==> src/hdl/lc_pkg.sv <==
// constants for the line-cycle energy and reactive power block
// assumes a 20 MHz master clock and an AXI4-Lite register master

package lc_pkg;

  // ****************************************************************
  // register indices, byte address is four times the index
  // ****************************************************************
  localparam int ADDR_W = 10;
  localparam logic [7:0] IDX_LINE_ENERGY = 8'h03;
  localparam logic [7:0] IDX_WAVE_SEL = 8'h0D;
  localparam logic [7:0] IDX_NL_CFG = 8'h0E;
  localparam logic [7:0] IDX_ACC_CFG = 8'h0F;
  localparam logic [7:0] IDX_HALF_CYC = 8'h12;
  localparam logic [7:0] IDX_VAR_GAIN = 8'h1E;
  localparam logic [7:0] IDX_VAR_OFS = 8'h21;
  localparam logic [7:0] IDX_IEN_LOW = 8'hD9;
  localparam logic [7:0] IDX_IEN_HIGH = 8'hDB;
  localparam logic [7:0] IDX_IST_LOW = 8'hDC;
  localparam logic [7:0] IDX_IST_HIGH = 8'hDE;

  // ****************************************************************
  // field positions and codes
  // ****************************************************************
  localparam int CYC_END_BIT = 2;
  localparam int WAVE_EN_BIT = 5;
  localparam int SIGN_FLAG_BIT = 4;
  localparam int NOLOAD_FLAG_BIT = 1;
  localparam int SIGN_DIR_BIT = 5;
  localparam int NL_SEL_LSB = 2;
  localparam int WAVE_RATE_LSB = 3;
  localparam logic [2:0] WAVE_SRC_REACTIVE = 3'h4;
  localparam logic [1:0] RESP_OKAY = 2'h0;
  localparam logic [1:0] RESP_SLVERR = 2'h2;

  // ****************************************************************
  // timing and datapath
  // ****************************************************************
  localparam int CLK_HZ = 20_000_000;
  localparam int MAX_RATE_SPS = 25_600;
  localparam logic [12:0] WAVE_DIV = 13'(CLK_HZ / MAX_RATE_SPS);
  localparam logic [2:0] ACC_PERIOD_MCLK = 3'h5;
  localparam int ENERGY_W = 49;
  localparam int LPF_SHIFT = 4;
  localparam int GAIN_FRAC = 12;
  localparam logic signed [13:0] GAIN_ONE = 14'sh1000;
  localparam longint MULT_FS = 64'h4000_0000;
  localparam logic [31:0] NL_THR_1 = 32'(MULT_FS * 15 / 100_000);
  localparam logic [31:0] NL_THR_2 = 32'(MULT_FS * 75 / 1_000_000);
  localparam logic [31:0] NL_THR_3 = 32'(MULT_FS * 37 / 1_000_000);

  typedef enum logic [0:0] {
    LC_WAIT = 1'b0,
    LC_RUN = 1'b1
  } lc_state_t;

endpackage : lc_pkg

==> src/hdl/var_lowpass.sv <==
// first-order low-pass that pulls the dc part out of a power product
// assumes one new product per clock on the same clock

`timescale 1ns/1ps

module var_lowpass (
  // clock and reset
  input wire logic i_clk,
  input wire logic i_rst_b,
  // data
  input wire logic signed [31:0] i_x,
  output logic signed [31:0] o_y
);

  typedef struct packed {
    logic signed [31:0] y;
  } lp_t;

  lp_t s_r;
  lp_t s_nxt;
  logic signed [32:0] diff;

  // ****************************************************************
  // filter, same pole as the active power filter
  // ****************************************************************
  always_comb
  begin
    s_nxt = s_r;
    diff = 33'(i_x) - 33'(s_r.y);
    s_nxt.y = s_r.y + 32'(diff >>> lc_pkg::LPF_SHIFT);
  end

  always_ff @(posedge i_clk)
  begin
    if (!i_rst_b)
      s_r <= '0;
    else
      s_r <= s_nxt;
  end

  assign o_y = s_r.y;

endmodule : var_lowpass

==> src/hdl/line_cycle_energy_and_var_path.sv <==
// line-cycle active energy and reactive power path with register slave
// assumes zero-crossing pulses, power samples and the 90 degree current
// come from logic on the same clock

`timescale 1ns/1ps

module line_cycle_energy_and_var_path (
  // clock and reset
  input wire logic I_SYS_CLK,
  input wire logic I_RST_B,
  // axi4-lite write
  input wire logic [9:0] I_AWADDR,
  input wire logic I_AWVALID,
  output logic O_AWREADY,
  input wire logic [31:0] I_WDATA,
  input wire logic [3:0] I_WSTRB,
  input wire logic I_WVALID,
  output logic O_WREADY,
  output logic [1:0] O_BRESP,
  output logic O_BVALID,
  input wire logic I_BREADY,
  // axi4-lite read
  input wire logic [9:0] I_ARADDR,
  input wire logic I_ARVALID,
  output logic O_ARREADY,
  output logic [31:0] O_RDATA,
  output logic [1:0] O_RRESP,
  output logic O_RVALID,
  input wire logic I_RREADY,
  // measurement inputs
  input wire logic signed [23:0] I_ACTIVE_POWER,
  input wire logic I_ZERO_CROSS,
  input wire logic signed [15:0] I_VOLTAGE,
  input wire logic signed [15:0] I_CURRENT_90,
  // results
  output logic O_METERING_IRQ,
  output logic O_ACCUM_TICK,
  output logic signed [23:0] O_REACTIVE_POWER,
  output logic O_REACTIVE_ACCUM_EN,
  output logic signed [23:0] O_WAVE_SAMPLE,
  output logic O_WAVE_VALID
);

  typedef struct packed {
    logic aw_got;
    logic [7:0] aw_idx;
    logic w_got;
    logic [31:0] w_data;
    logic [3:0] w_strb;
    logic bvalid;
    logic [1:0] bresp;
    logic rvalid;
    logic [31:0] rdata;
    logic [1:0] rresp;
    logic [23:0] line_energy;
    logic [7:0] wave_sel;
    logic [7:0] nl_cfg;
    logic [7:0] acc_cfg;
    logic [15:0] half_cyc;
    logic [11:0] var_gain;
    logic [15:0] var_ofs;
    logic [7:0] ien_low;
    logic [7:0] ien_high;
    logic [7:0] ist_low;
    logic [7:0] ist_high;
    lc_pkg::lc_state_t lc;
    logic [15:0] hc_cnt;
    logic signed [48:0] acc;
    logic [2:0] tick;
    logic [12:0] wave_cnt;
    logic signed [23:0] wave;
    logic wave_v;
    logic signed [23:0] q_pow;
    logic q_neg;
    logic q_seen;
    logic below;
  } st_t;

  st_t s_r;
  st_t s_nxt;

  logic do_wr;
  logic hc_wr;
  logic cyc_evt;
  logic sign_evt;
  logic below_now;
  logic q_neg_now;
  logic signed [31:0] prod;
  logic signed [31:0] lpf_q;
  logic signed [13:0] gain_fac;
  logic signed [45:0] gained;
  logic signed [33:0] fine;
  logic [31:0] prod_abs;
  logic [31:0] nl_thr;
  logic [12:0] wave_div;
  logic [15:0] hc_next;

  // ****************************************************************
  // decode helpers
  // ****************************************************************
  function automatic logic mapped(input logic [7:0] idx);
    logic hit;
    hit = 1'b0;
    if (idx == lc_pkg::IDX_LINE_ENERGY) hit = 1'b1;
    else if (idx == lc_pkg::IDX_WAVE_SEL) hit = 1'b1;
    else if (idx == lc_pkg::IDX_NL_CFG) hit = 1'b1;
    else if (idx == lc_pkg::IDX_ACC_CFG) hit = 1'b1;
    else if (idx == lc_pkg::IDX_HALF_CYC) hit = 1'b1;
    else if (idx == lc_pkg::IDX_VAR_GAIN) hit = 1'b1;
    else if (idx == lc_pkg::IDX_VAR_OFS) hit = 1'b1;
    else if (idx == lc_pkg::IDX_IEN_LOW) hit = 1'b1;
    else if (idx == lc_pkg::IDX_IEN_HIGH) hit = 1'b1;
    else if (idx == lc_pkg::IDX_IST_LOW) hit = 1'b1;
    else if (idx == lc_pkg::IDX_IST_HIGH) hit = 1'b1;
    return hit;
  endfunction : mapped

  function automatic logic [15:0] merge16(input logic [15:0] old,
                                          input logic [31:0] d,
                                          input logic [3:0] strb);
    logic [15:0] m;
    m = old;
    if (strb[0]) m[7:0] = d[7:0];
    if (strb[1]) m[15:8] = d[15:8];
    return m;
  endfunction : merge16

  // ****************************************************************
  // reactive datapath
  // ****************************************************************
  assign prod = I_VOLTAGE * I_CURRENT_90;
  // the shifter outside already flips for the integrator setting
  assign q_neg_now = fine[33];

  var_lowpass u_lowpass (
    .i_clk(I_SYS_CLK),
    .i_rst_b(I_RST_B),
    .i_x(prod),
    .o_y(lpf_q)
  );

  always_comb
  begin
    gain_fac = lc_pkg::GAIN_ONE + 14'($signed(s_r.var_gain));
    gained = lpf_q * gain_fac;
    // offset lsb is 1/256 of a sample lsb, so samples take bits 31:8
    fine = 34'(gained >>> lc_pkg::GAIN_FRAC) + 34'($signed(s_r.var_ofs));
    prod_abs = prod[31] ? 32'(-prod) : 32'(prod);
    case (s_r.nl_cfg[lc_pkg::NL_SEL_LSB +: 2])
      2'h1: nl_thr = lc_pkg::NL_THR_1;
      2'h2: nl_thr = lc_pkg::NL_THR_2;
      2'h3: nl_thr = lc_pkg::NL_THR_3;
      default: nl_thr = 32'h0;
    endcase
    below_now = prod_abs < nl_thr;
    wave_div = lc_pkg::WAVE_DIV << s_r.wave_sel[lc_pkg::WAVE_RATE_LSB +: 2];
  end

  // ****************************************************************
  // bus handshake terms
  // ****************************************************************
  assign O_AWREADY = !s_r.aw_got && !s_r.bvalid;
  assign O_WREADY = !s_r.w_got && !s_r.bvalid;
  assign O_ARREADY = !s_r.rvalid;
  assign do_wr = s_r.aw_got && s_r.w_got && !s_r.bvalid;
  assign hc_wr = do_wr && s_r.aw_idx == lc_pkg::IDX_HALF_CYC && |s_r.w_strb[1:0];
  assign hc_next = s_r.hc_cnt + 16'h1;
  assign cyc_evt = s_r.lc == lc_pkg::LC_RUN && I_ZERO_CROSS
                   && hc_next == s_r.half_cyc && !hc_wr;
  assign sign_evt = s_r.q_seen && (q_neg_now != s_r.q_neg)
                    && (s_r.acc_cfg[lc_pkg::SIGN_DIR_BIT] ? s_r.q_neg : q_neg_now);

  // ****************************************************************
  // next state
  // ****************************************************************
  always_comb
  begin
    s_nxt = s_r;
    if (I_AWVALID && O_AWREADY)
    begin
      s_nxt.aw_got = 1'b1;
      s_nxt.aw_idx = I_AWADDR[9:2];
    end
    if (I_WVALID && O_WREADY)
    begin
      s_nxt.w_got = 1'b1;
      s_nxt.w_data = I_WDATA;
      s_nxt.w_strb = I_WSTRB;
    end
    if (s_r.bvalid && I_BREADY)
      s_nxt.bvalid = 1'b0;
    if (do_wr)
    begin
      s_nxt.aw_got = 1'b0;
      s_nxt.w_got = 1'b0;
      s_nxt.bvalid = 1'b1;
      s_nxt.bresp = mapped(s_r.aw_idx) ? lc_pkg::RESP_OKAY : lc_pkg::RESP_SLVERR;
      if (s_r.w_strb[0])
      begin
        if (s_r.aw_idx == lc_pkg::IDX_WAVE_SEL) s_nxt.wave_sel = s_r.w_data[7:0];
        else if (s_r.aw_idx == lc_pkg::IDX_NL_CFG) s_nxt.nl_cfg = s_r.w_data[7:0];
        else if (s_r.aw_idx == lc_pkg::IDX_ACC_CFG) s_nxt.acc_cfg = s_r.w_data[7:0];
        else if (s_r.aw_idx == lc_pkg::IDX_IEN_LOW) s_nxt.ien_low = s_r.w_data[7:0];
        else if (s_r.aw_idx == lc_pkg::IDX_IEN_HIGH) s_nxt.ien_high = s_r.w_data[7:0];
        else if (s_r.aw_idx == lc_pkg::IDX_IST_LOW)
          s_nxt.ist_low = s_r.ist_low & ~s_r.w_data[7:0];
        else if (s_r.aw_idx == lc_pkg::IDX_IST_HIGH)
          s_nxt.ist_high = s_r.ist_high & ~s_r.w_data[7:0];
      end
      if (s_r.aw_idx == lc_pkg::IDX_HALF_CYC)
        s_nxt.half_cyc = merge16(s_r.half_cyc, s_r.w_data, s_r.w_strb);
      else if (s_r.aw_idx == lc_pkg::IDX_VAR_GAIN)
        s_nxt.var_gain = 12'(merge16({4'h0, s_r.var_gain}, s_r.w_data, s_r.w_strb));
      else if (s_r.aw_idx == lc_pkg::IDX_VAR_OFS)
        s_nxt.var_ofs = merge16(s_r.var_ofs, s_r.w_data, s_r.w_strb);
    end

    // read port, one cycle after the address is taken
    if (s_r.rvalid && I_RREADY)
      s_nxt.rvalid = 1'b0;
    if (I_ARVALID && O_ARREADY)
    begin
      s_nxt.rvalid = 1'b1;
      s_nxt.rresp = mapped(I_ARADDR[9:2]) ? lc_pkg::RESP_OKAY : lc_pkg::RESP_SLVERR;
      if (I_ARADDR[9:2] == lc_pkg::IDX_LINE_ENERGY) s_nxt.rdata = {8'h00, s_r.line_energy};
      else if (I_ARADDR[9:2] == lc_pkg::IDX_WAVE_SEL) s_nxt.rdata = {24'h0, s_r.wave_sel};
      else if (I_ARADDR[9:2] == lc_pkg::IDX_NL_CFG) s_nxt.rdata = {24'h0, s_r.nl_cfg};
      else if (I_ARADDR[9:2] == lc_pkg::IDX_ACC_CFG) s_nxt.rdata = {24'h0, s_r.acc_cfg};
      else if (I_ARADDR[9:2] == lc_pkg::IDX_HALF_CYC) s_nxt.rdata = {16'h0, s_r.half_cyc};
      else if (I_ARADDR[9:2] == lc_pkg::IDX_VAR_GAIN) s_nxt.rdata = {20'h0, s_r.var_gain};
      else if (I_ARADDR[9:2] == lc_pkg::IDX_VAR_OFS) s_nxt.rdata = {16'h0, s_r.var_ofs};
      else if (I_ARADDR[9:2] == lc_pkg::IDX_IEN_LOW) s_nxt.rdata = {24'h0, s_r.ien_low};
      else if (I_ARADDR[9:2] == lc_pkg::IDX_IEN_HIGH) s_nxt.rdata = {24'h0, s_r.ien_high};
      else if (I_ARADDR[9:2] == lc_pkg::IDX_IST_LOW) s_nxt.rdata = {24'h0, s_r.ist_low};
      else if (I_ARADDR[9:2] == lc_pkg::IDX_IST_HIGH) s_nxt.rdata = {24'h0, s_r.ist_high};
      else s_nxt.rdata = 32'h0;
    end

    // accumulation strobe
    s_nxt.tick = O_ACCUM_TICK ? 3'h0 : s_r.tick + 3'h1;

    // line-cycle sequencer
    case (s_r.lc)
      lc_pkg::LC_WAIT:
      begin
        // a zero count never starts a period
        if (I_ZERO_CROSS && s_r.half_cyc != 16'h0)
        begin
          s_nxt.lc = lc_pkg::LC_RUN;
          s_nxt.hc_cnt = 16'h0;
          s_nxt.acc = '0;
        end
      end
      lc_pkg::LC_RUN:
      begin
        if (O_ACCUM_TICK)
          s_nxt.acc = s_r.acc + 49'(I_ACTIVE_POWER);
        if (cyc_evt)
        begin
          s_nxt.line_energy = s_nxt.acc[48:25];
          s_nxt.acc = '0;
          s_nxt.hc_cnt = 16'h0;
        end
        else if (I_ZERO_CROSS)
          s_nxt.hc_cnt = hc_next;
      end
      default: s_nxt.lc = lc_pkg::LC_WAIT;
    endcase
    if (hc_wr)
    begin
      s_nxt.lc = lc_pkg::LC_WAIT;
      s_nxt.line_energy = 24'h0;
      s_nxt.acc = '0;
    end

    // reactive result and flags, a set wins over a clear
    s_nxt.q_pow = fine[31:8];
    s_nxt.q_neg = q_neg_now;
    s_nxt.q_seen = 1'b1;
    s_nxt.below = below_now;
    if (cyc_evt)
      s_nxt.ist_high[lc_pkg::CYC_END_BIT] = 1'b1;
    if (sign_evt)
      s_nxt.ist_low[lc_pkg::SIGN_FLAG_BIT] = 1'b1;
    if (below_now)
      s_nxt.ist_low[lc_pkg::NOLOAD_FLAG_BIT] = 1'b1;

    // waveform sampling
    s_nxt.wave_v = 1'b0;
    if (s_r.wave_cnt >= wave_div - 13'h1)
    begin
      s_nxt.wave_cnt = 13'h0;
      if (s_r.ien_high[lc_pkg::WAVE_EN_BIT] && s_r.wave_sel[2:0] == lc_pkg::WAVE_SRC_REACTIVE)
      begin
        s_nxt.wave = s_r.q_pow;
        s_nxt.wave_v = 1'b1;
      end
    end
    else
      s_nxt.wave_cnt = s_r.wave_cnt + 13'h1;
  end

  always_ff @(posedge I_SYS_CLK)
  begin
    if (!I_RST_B)
      s_r <= '0;
    else
      s_r <= s_nxt;
  end

  // ****************************************************************
  // outputs
  // ****************************************************************
  assign O_BVALID = s_r.bvalid;
  assign O_BRESP = s_r.bresp;
  assign O_RVALID = s_r.rvalid;
  assign O_RDATA = s_r.rdata;
  assign O_RRESP = s_r.rresp;
  assign O_ACCUM_TICK = s_r.tick == lc_pkg::ACC_PERIOD_MCLK - 3'h1;
  assign O_REACTIVE_POWER = s_r.q_pow;
  assign O_REACTIVE_ACCUM_EN = !s_r.below;
  assign O_WAVE_SAMPLE = s_r.wave;
  assign O_WAVE_VALID = s_r.wave_v;
  // waveform enable shares the high enable register but is no source
  assign O_METERING_IRQ = |(s_r.ist_low & s_r.ien_low)
                          | |(s_r.ist_high & s_r.ien_high
                              & ~(8'h01 << lc_pkg::WAVE_EN_BIT));
endmodule : line_cycle_energy_and_var_path

==> config.mk <==
export PLATFORM = sky130hd
export DESIGN_NAME = line_cycle_energy_and_var_path
export DESIGN_NICKNAME = d
export VERILOG_FILES = /design/src/hdl/lc_pkg.sv /design/src/hdl/var_lowpass.sv /design/src/hdl/line_cycle_energy_and_var_path.sv
export SDC_FILE = /design/constraint.sdc
export NUM_CORES = 2
export LEC_CHECK = 0
export ABC_CLOCK_PERIOD_IN_PS = 13700
export CAP_MARGIN = 20
export CORE_UTILIZATION = 60
export CTS_BUF_LIST = sky130_fd_sc_hd__clkbuf_2 sky130_fd_sc_hd__clkbuf_4 sky130_fd_sc_hd__clkbuf_8
export CTS_CLUSTER_DIAMETER = 60
export DETAILED_ROUTE_END_ITERATION = 7
export DONT_BUFFER_PORTS = 1
export PLACE_DENSITY = 0.76
export SYNTH_ARGS = -nofsm -noshare
export SYNTH_HDL_FRONTEND = slang
export SYNTH_SLANG_ARGS = --single-unit
==> constraint.sdc <==
create_clock -name I_SYS_CLK -period 13.7 [get_ports I_SYS_CLK]
set_input_delay 2.74 -clock I_SYS_CLK [delete_from_list [all_inputs] [get_ports I_SYS_CLK]]
set_output_delay 2.74 -clock I_SYS_CLK [all_outputs]
set_load 0.005 [all_outputs]
== After elaboration in Yosys (flattened, before gate mapping) ==
Index checks and enable logic that the tools add are counted.
Word-level totals
  logic and storage cells: 249
  flip-flop bits (word level): 358
  output and inout bits: 93
Cells by class
  order comparisons: 2
  equality and inequality tests: 48
  reductions and logical operators: 64
  add/sub/neg operators: 10
  shift-type cells: 1
  bitwise logic cells: 16
  multiply operators: 2
  muxes and demuxes: 66
Operator list (count)
  65-bit case mux with 2 select lines: 1
  16-bit two-way mux: 8
  49-bit two-way mux: 2
  13-bit two-way mux: 7
  66-bit two-way mux: 1
  8-bit equality test, second input constant: 8
  18-bit case mux with 3 select lines: 1
  49-bit by 24-bit adder with 49-bit output: 1
  8-bit by 4-bit equality test with 1-bit output, second input constant: 6
  8-bit two-way mux: 6
  32-bit by 14-bit multiplier with 46-bit output: 1
  35-bit two-way mux: 1
  34-bit by 16-bit adder with 34-bit output: 1
  2-bit != test, second input constant: 17
  32-bit by 32-bit subtractor with 33-bit output: 1
  32-bit by 29-bit adder with 32-bit output: 1
  8-bit AND: 4
  8-bit by 5-bit equality test with 1-bit output, second input constant: 4
  32-bit < comparator: 1
  16-bit by 16-bit multiplier with 32-bit output: 1
  1-bit two-way mux: 32
  32-bit two-way mux: 1
  32-bit negator: 1
  24-bit two-way mux: 1
  other kinds (36): 101

== Logic depth before layout (Yosys ltp) ==
  word-level depth: 15
  mapped depth: 46
  gate-level depth less buffers: 44

== By module ==
Synthesis repeated with hierarchy kept, for this count alone.
Unflattened totals
  cell total of the unflattened synthesis: 5388
  area total of the unflattened synthesis: 46069.2 um^2
By module, submodules not included
  line_cycle_energy_and_var_path: instances 1, sequential area each 6286.0 um^2, area an instance 42250.5 um^2, cells an instance 4894
  var_lowpass: instances 1, sequential area each 640.6 um^2, area an instance 3818.7 um^2, cells an instance 494

== Worst setup path after synthesis ==
No wires, ideal clock.
  path type: input to register
  start: input port I_CURRENT_90[1]
  end: register u_lowpass.s_r, in the netlist u_lowpass.o_y[31]
  setup slack: 1533 ps
  path buffers: 3
  arrival time: 12039 ps
  stages: 41
  setup time: 128 ps
  cell sequence: clkbuf_1 -> nand2_1 -> fa_1 -> fa_1 -> fa_1 -> inv_1 -> fa_1 -> fa_1 -> inv_1 -> fa_1 -> inv_1 -> ha_1 -> buf_2 -> a21o_1 -> buf_2 -> a2111o_1 -> nor3_2 -> ha_1 -> [... 5 more ...] -> o21a_1 -> o21a_1 -> o21a_1 -> o21a_1 -> nor2_1 -> ha_1 -> and3_1 -> nand2_1 -> nor2_1 -> a221oi_1 -> o21ai_0 -> o211ai_1 -> a31oi_1 -> a41oi_1 -> nor3b_1 -> a211o_1 -> xnor2_1 -> nor2_1
Between the ends
  longest elaborated chain between the ends: 3
Ends and longest elaborated chain
  start, declared: line line_cycle_energy_and_var_path.sv:34  | input wire logic signed [15:0] I_CURRENT_90,
  16-bit by 16-bit multiplier with 32-bit output: line line_cycle_energy_and_var_path.sv:131  | assign prod = I_VOLTAGE * I_CURRENT_90;
  32-bit by 32-bit subtractor with 33-bit output: line var_lowpass.sv:29  | diff = 33'(i_x) - 33'(s_r.y);
  32-bit by 29-bit adder with 32-bit output: line var_lowpass.sv:30  | s_nxt.y = s_r.y + 32'(diff >>> lc_pkg::LPF_SHIFT);
  end signal, assigned: line var_lowpass.sv:38  | s_r <= s_nxt;
  end, declared: line var_lowpass.sv:19  | lp_t s_r;
No other way between the ends.
A chain may end at the register's enable or synchronous reset.

== Worst setup path in the final report ==
  start: input port I_VOLTAGE[9]
  end: register u_lowpass.s_r, in the netlist u_lowpass.o_y[31]
Between the ends
  longest elaborated chain between the ends: 3
Ends and longest elaborated chain
  start, declared: line line_cycle_energy_and_var_path.sv:33  | input wire logic signed [15:0] I_VOLTAGE,
  16-bit by 16-bit multiplier with 32-bit output: line line_cycle_energy_and_var_path.sv:131
  32-bit by 32-bit subtractor with 33-bit output: line var_lowpass.sv:29
  32-bit by 29-bit adder with 32-bit output: line var_lowpass.sv:30
No other way between the ends.

==> impl_metrics.toml <==
[timing]
hold_viol = 0
worstMarginPinSlew_ns = 1.11
max_freq_mhz = 80.1
fin_crit_sh_pct = 91.1
clock_skew_ns = 0.0529
slew-limit-headroom_pct = 26.3
rsz0062_at_grt = "false"
tns_ns = 0
maxSlewViolCount = 0
fin_crit_ns = 12.48
setup_viol = 0

[synthesis]
synth_area_per_cell_sq_um = 8.52
yosysWarnings = 0
yosysMostFrequentCell = "inv_1"
ys_ff_latch = 346
syn_inst = 5463
synth_common_cells = "inv_1 (876), fa_1 (641), nand2_1 (530)"
synth_cell_types = 102
async_flop_share_pct = 0
dominantRegCellSynth = "dfxtp_1"
syn_area_sq_um = 46500
yosysTopAreaCellShare_pct = 27.6
synth_area_leader_cell = "fa_1"
synth_edf_count = 0
netlist_top_cells_area = "fa_1 (28%), dfxtp_1 (15%), ha_1 (9.9%)"
ys_seq_area_share_pct = 14.9

[global_route]
grt_start_max_net_pins = 102
antenna_found_initial = 3
first_global_vias = 37301
grt_usage_pct = 30.1
grt_pass1_wl_um = 192000
grt_overflow = 0

[layout]
stdcell_count = 6382
fin_util_pct = 63.5
syn_to_final_growth_pct = 4.13
fin_nets = 6430
layout-drive-gt1-share_pct = 4.24

[setup_path]
worstSetupPathType = "input port to flip-flop"
cpMostUsedCell = "fa_1"
slowest_delay_ns = 0.54
critPathArrivalTime_ns = 13.07
critPathLaunchType = "input port"
cp_max_fo = 16
crit_buf_inv = 4
crit_family = "compound AO/OA/AOI/OAI gates"
required_ns = 14.28
cp_slowest_cell = "fa_1"
end_kind = "flip-flop"

[placement]
place_congestion = 0.938
port_buffers = 0
dpl.hpwl_um = 91400
placed_cells = 6265

[clock_network]
cts_buffers = 60
cts_resized = 0
cts_tree = "done"
cts_num_sinks = 346
post_cts_buffers = 0
root_buffer = "clkbuf_8"
htree_levels = 2
hold_buffers = 0
cts.reportedPaths.clkPinSlew_ns = 0.07
clk_latency_ns = 0.72
clock_path_buffers = 3

[die]
die_h_um = 281
io_pins = 213
initial_core_util_pct = 61.0
die_area_sq_um = 78700
std_cell_rows = 101
core-area_sq_um = 76300
die_w_um = 281

[route]
dr_total_vias = 36973
wl_um = 116000
drc = 0
first_pass_iters = 6
viasPerCell = 5.79
drtAntennaViolNets = 0
drtIter0Drc = 2724
wl_per_cell_um = 18.2

[min_path]
hold_class = "flip-flop to flip-flop"

[outcome]
status = "finished, final reports clean"

[run]
cap_violations = 0
-- worst paths after layout --
| check | from | end | slack [ns] | cells past startpoint |
|---|---|---|---|---|
| setup / recovery | I_VOLTAGE[9] | u_lowpass.o_y[31]$_SDFF_PN0_ | 1.22 | 40 |
| hold / removal | s_r[139]$_SDFFE_PN0P_ | s_r[139]$_SDFFE_PN0P_ | 0.44 | 2 |
| setup reg to reg | s_r[187]$_SDFFE_PN0P_ | O_REACTIVE_POWER[23]$_SDFF_PN0_ | 3.49 | 30 |
| hold reg to reg | s_r[139]$_SDFFE_PN0P_ | s_r[139]$_SDFFE_PN0P_ | 0.44 | 2 |
-- layout by cell type, fill, tap and decap left out, types with 82 or more instances in the layout --
cell type    n
inv_1      876
fa_1       641
nand2_1    530
nor2_1     401
ha_1       369
dfxtp_1    342
and2_1     337
a21oi_1    238
o21ai_0    159
xnor2_1    149
mux2i_1    124
a21o_1     105
nor3_1      82
-- state kept, by name, indices dropped and copies added (netlist names) --
name,count
s_r,237
u_lowpass.o_y,32
O_RDATA,24
O_REACTIVE_POWER,24
O_WAVE_SAMPLE,24
O_BRESP,1
O_BVALID,1
O_RRESP,1
O_RVALID,1
O_WAVE_VALID,1
-- through the flow --
step | worst slack (ns) | area (sq um) | hold WS [ns]
2_1_floorplan | 1.53 | 46700 | 0.412
3_3_place_gp | 0.798 | 46900 | 0.418
3_5_place_dp | 0.654 | 46900 | 0.423
4_1_cts | 1.37 | 48400 | 0.432
5_1_grt | 0.617 | 48500 | 0.466
6_report | 1.22 | 48500 | 0.436
-- layer usage --
layer / global-route usage (%) / share of wire, %
met5: 0 / 0
met4: 9.11 / 2.8
met3: 5.34 / 7.8
met2: 48.2 / 46
met1: 41.6 / 44
-- final cells by class --
| type | count | area (sq um) |
|---|---|---|
| multi-input combinational | 3972 | 35000 |
| fill | 6465 | 27900 |
| sequential | 346 | 6930 |
| inverter | 879 | 3300 |
| tap | 1030 | 1290 |
| clock buffer | 80 | 1040 |
| clock inverter | 32 | 500 |
| timing repair buffer | 41 | 342 |
| antenna | 2 | 5.00 |
-- worst register-to-register path, delay by kind of cell (launching register included) --
| family | cells | cell delay, ns |
|---|---|---|
| compound gates | 12 | 3.74 |
| fa+ha+maj | 8 | 3.70 |
| simple gates | 6 | 1.37 |
| flops | 1 | 0.93 |
| xor+xnor | 1 | 0.21 |
| buf+inv | 3 | 0.14 |
-- cells by family (layout without fill, tap and decap cells) --
logic type / count (synthesis) / count (layout) / share of synthesized area, %
compound gates: 902 / 902 / 13.0
xor+xnor: 216 / 216 / 4.14
fa+ha+maj: 1010 / 1010 / 37.5
buf+inv: 1184 / 1032 / 10.3
flops: 346 / 346 / 14.9
mux: 132 / 132 / 2.86
other cells: 2 / 43 / 0.0161
simple gates: 1671 / 1671 / 17.4
Power is left out: the tool's default activity adds up to more than one toggle a clock period on the data nets, which glitch-free logic cannot reach.
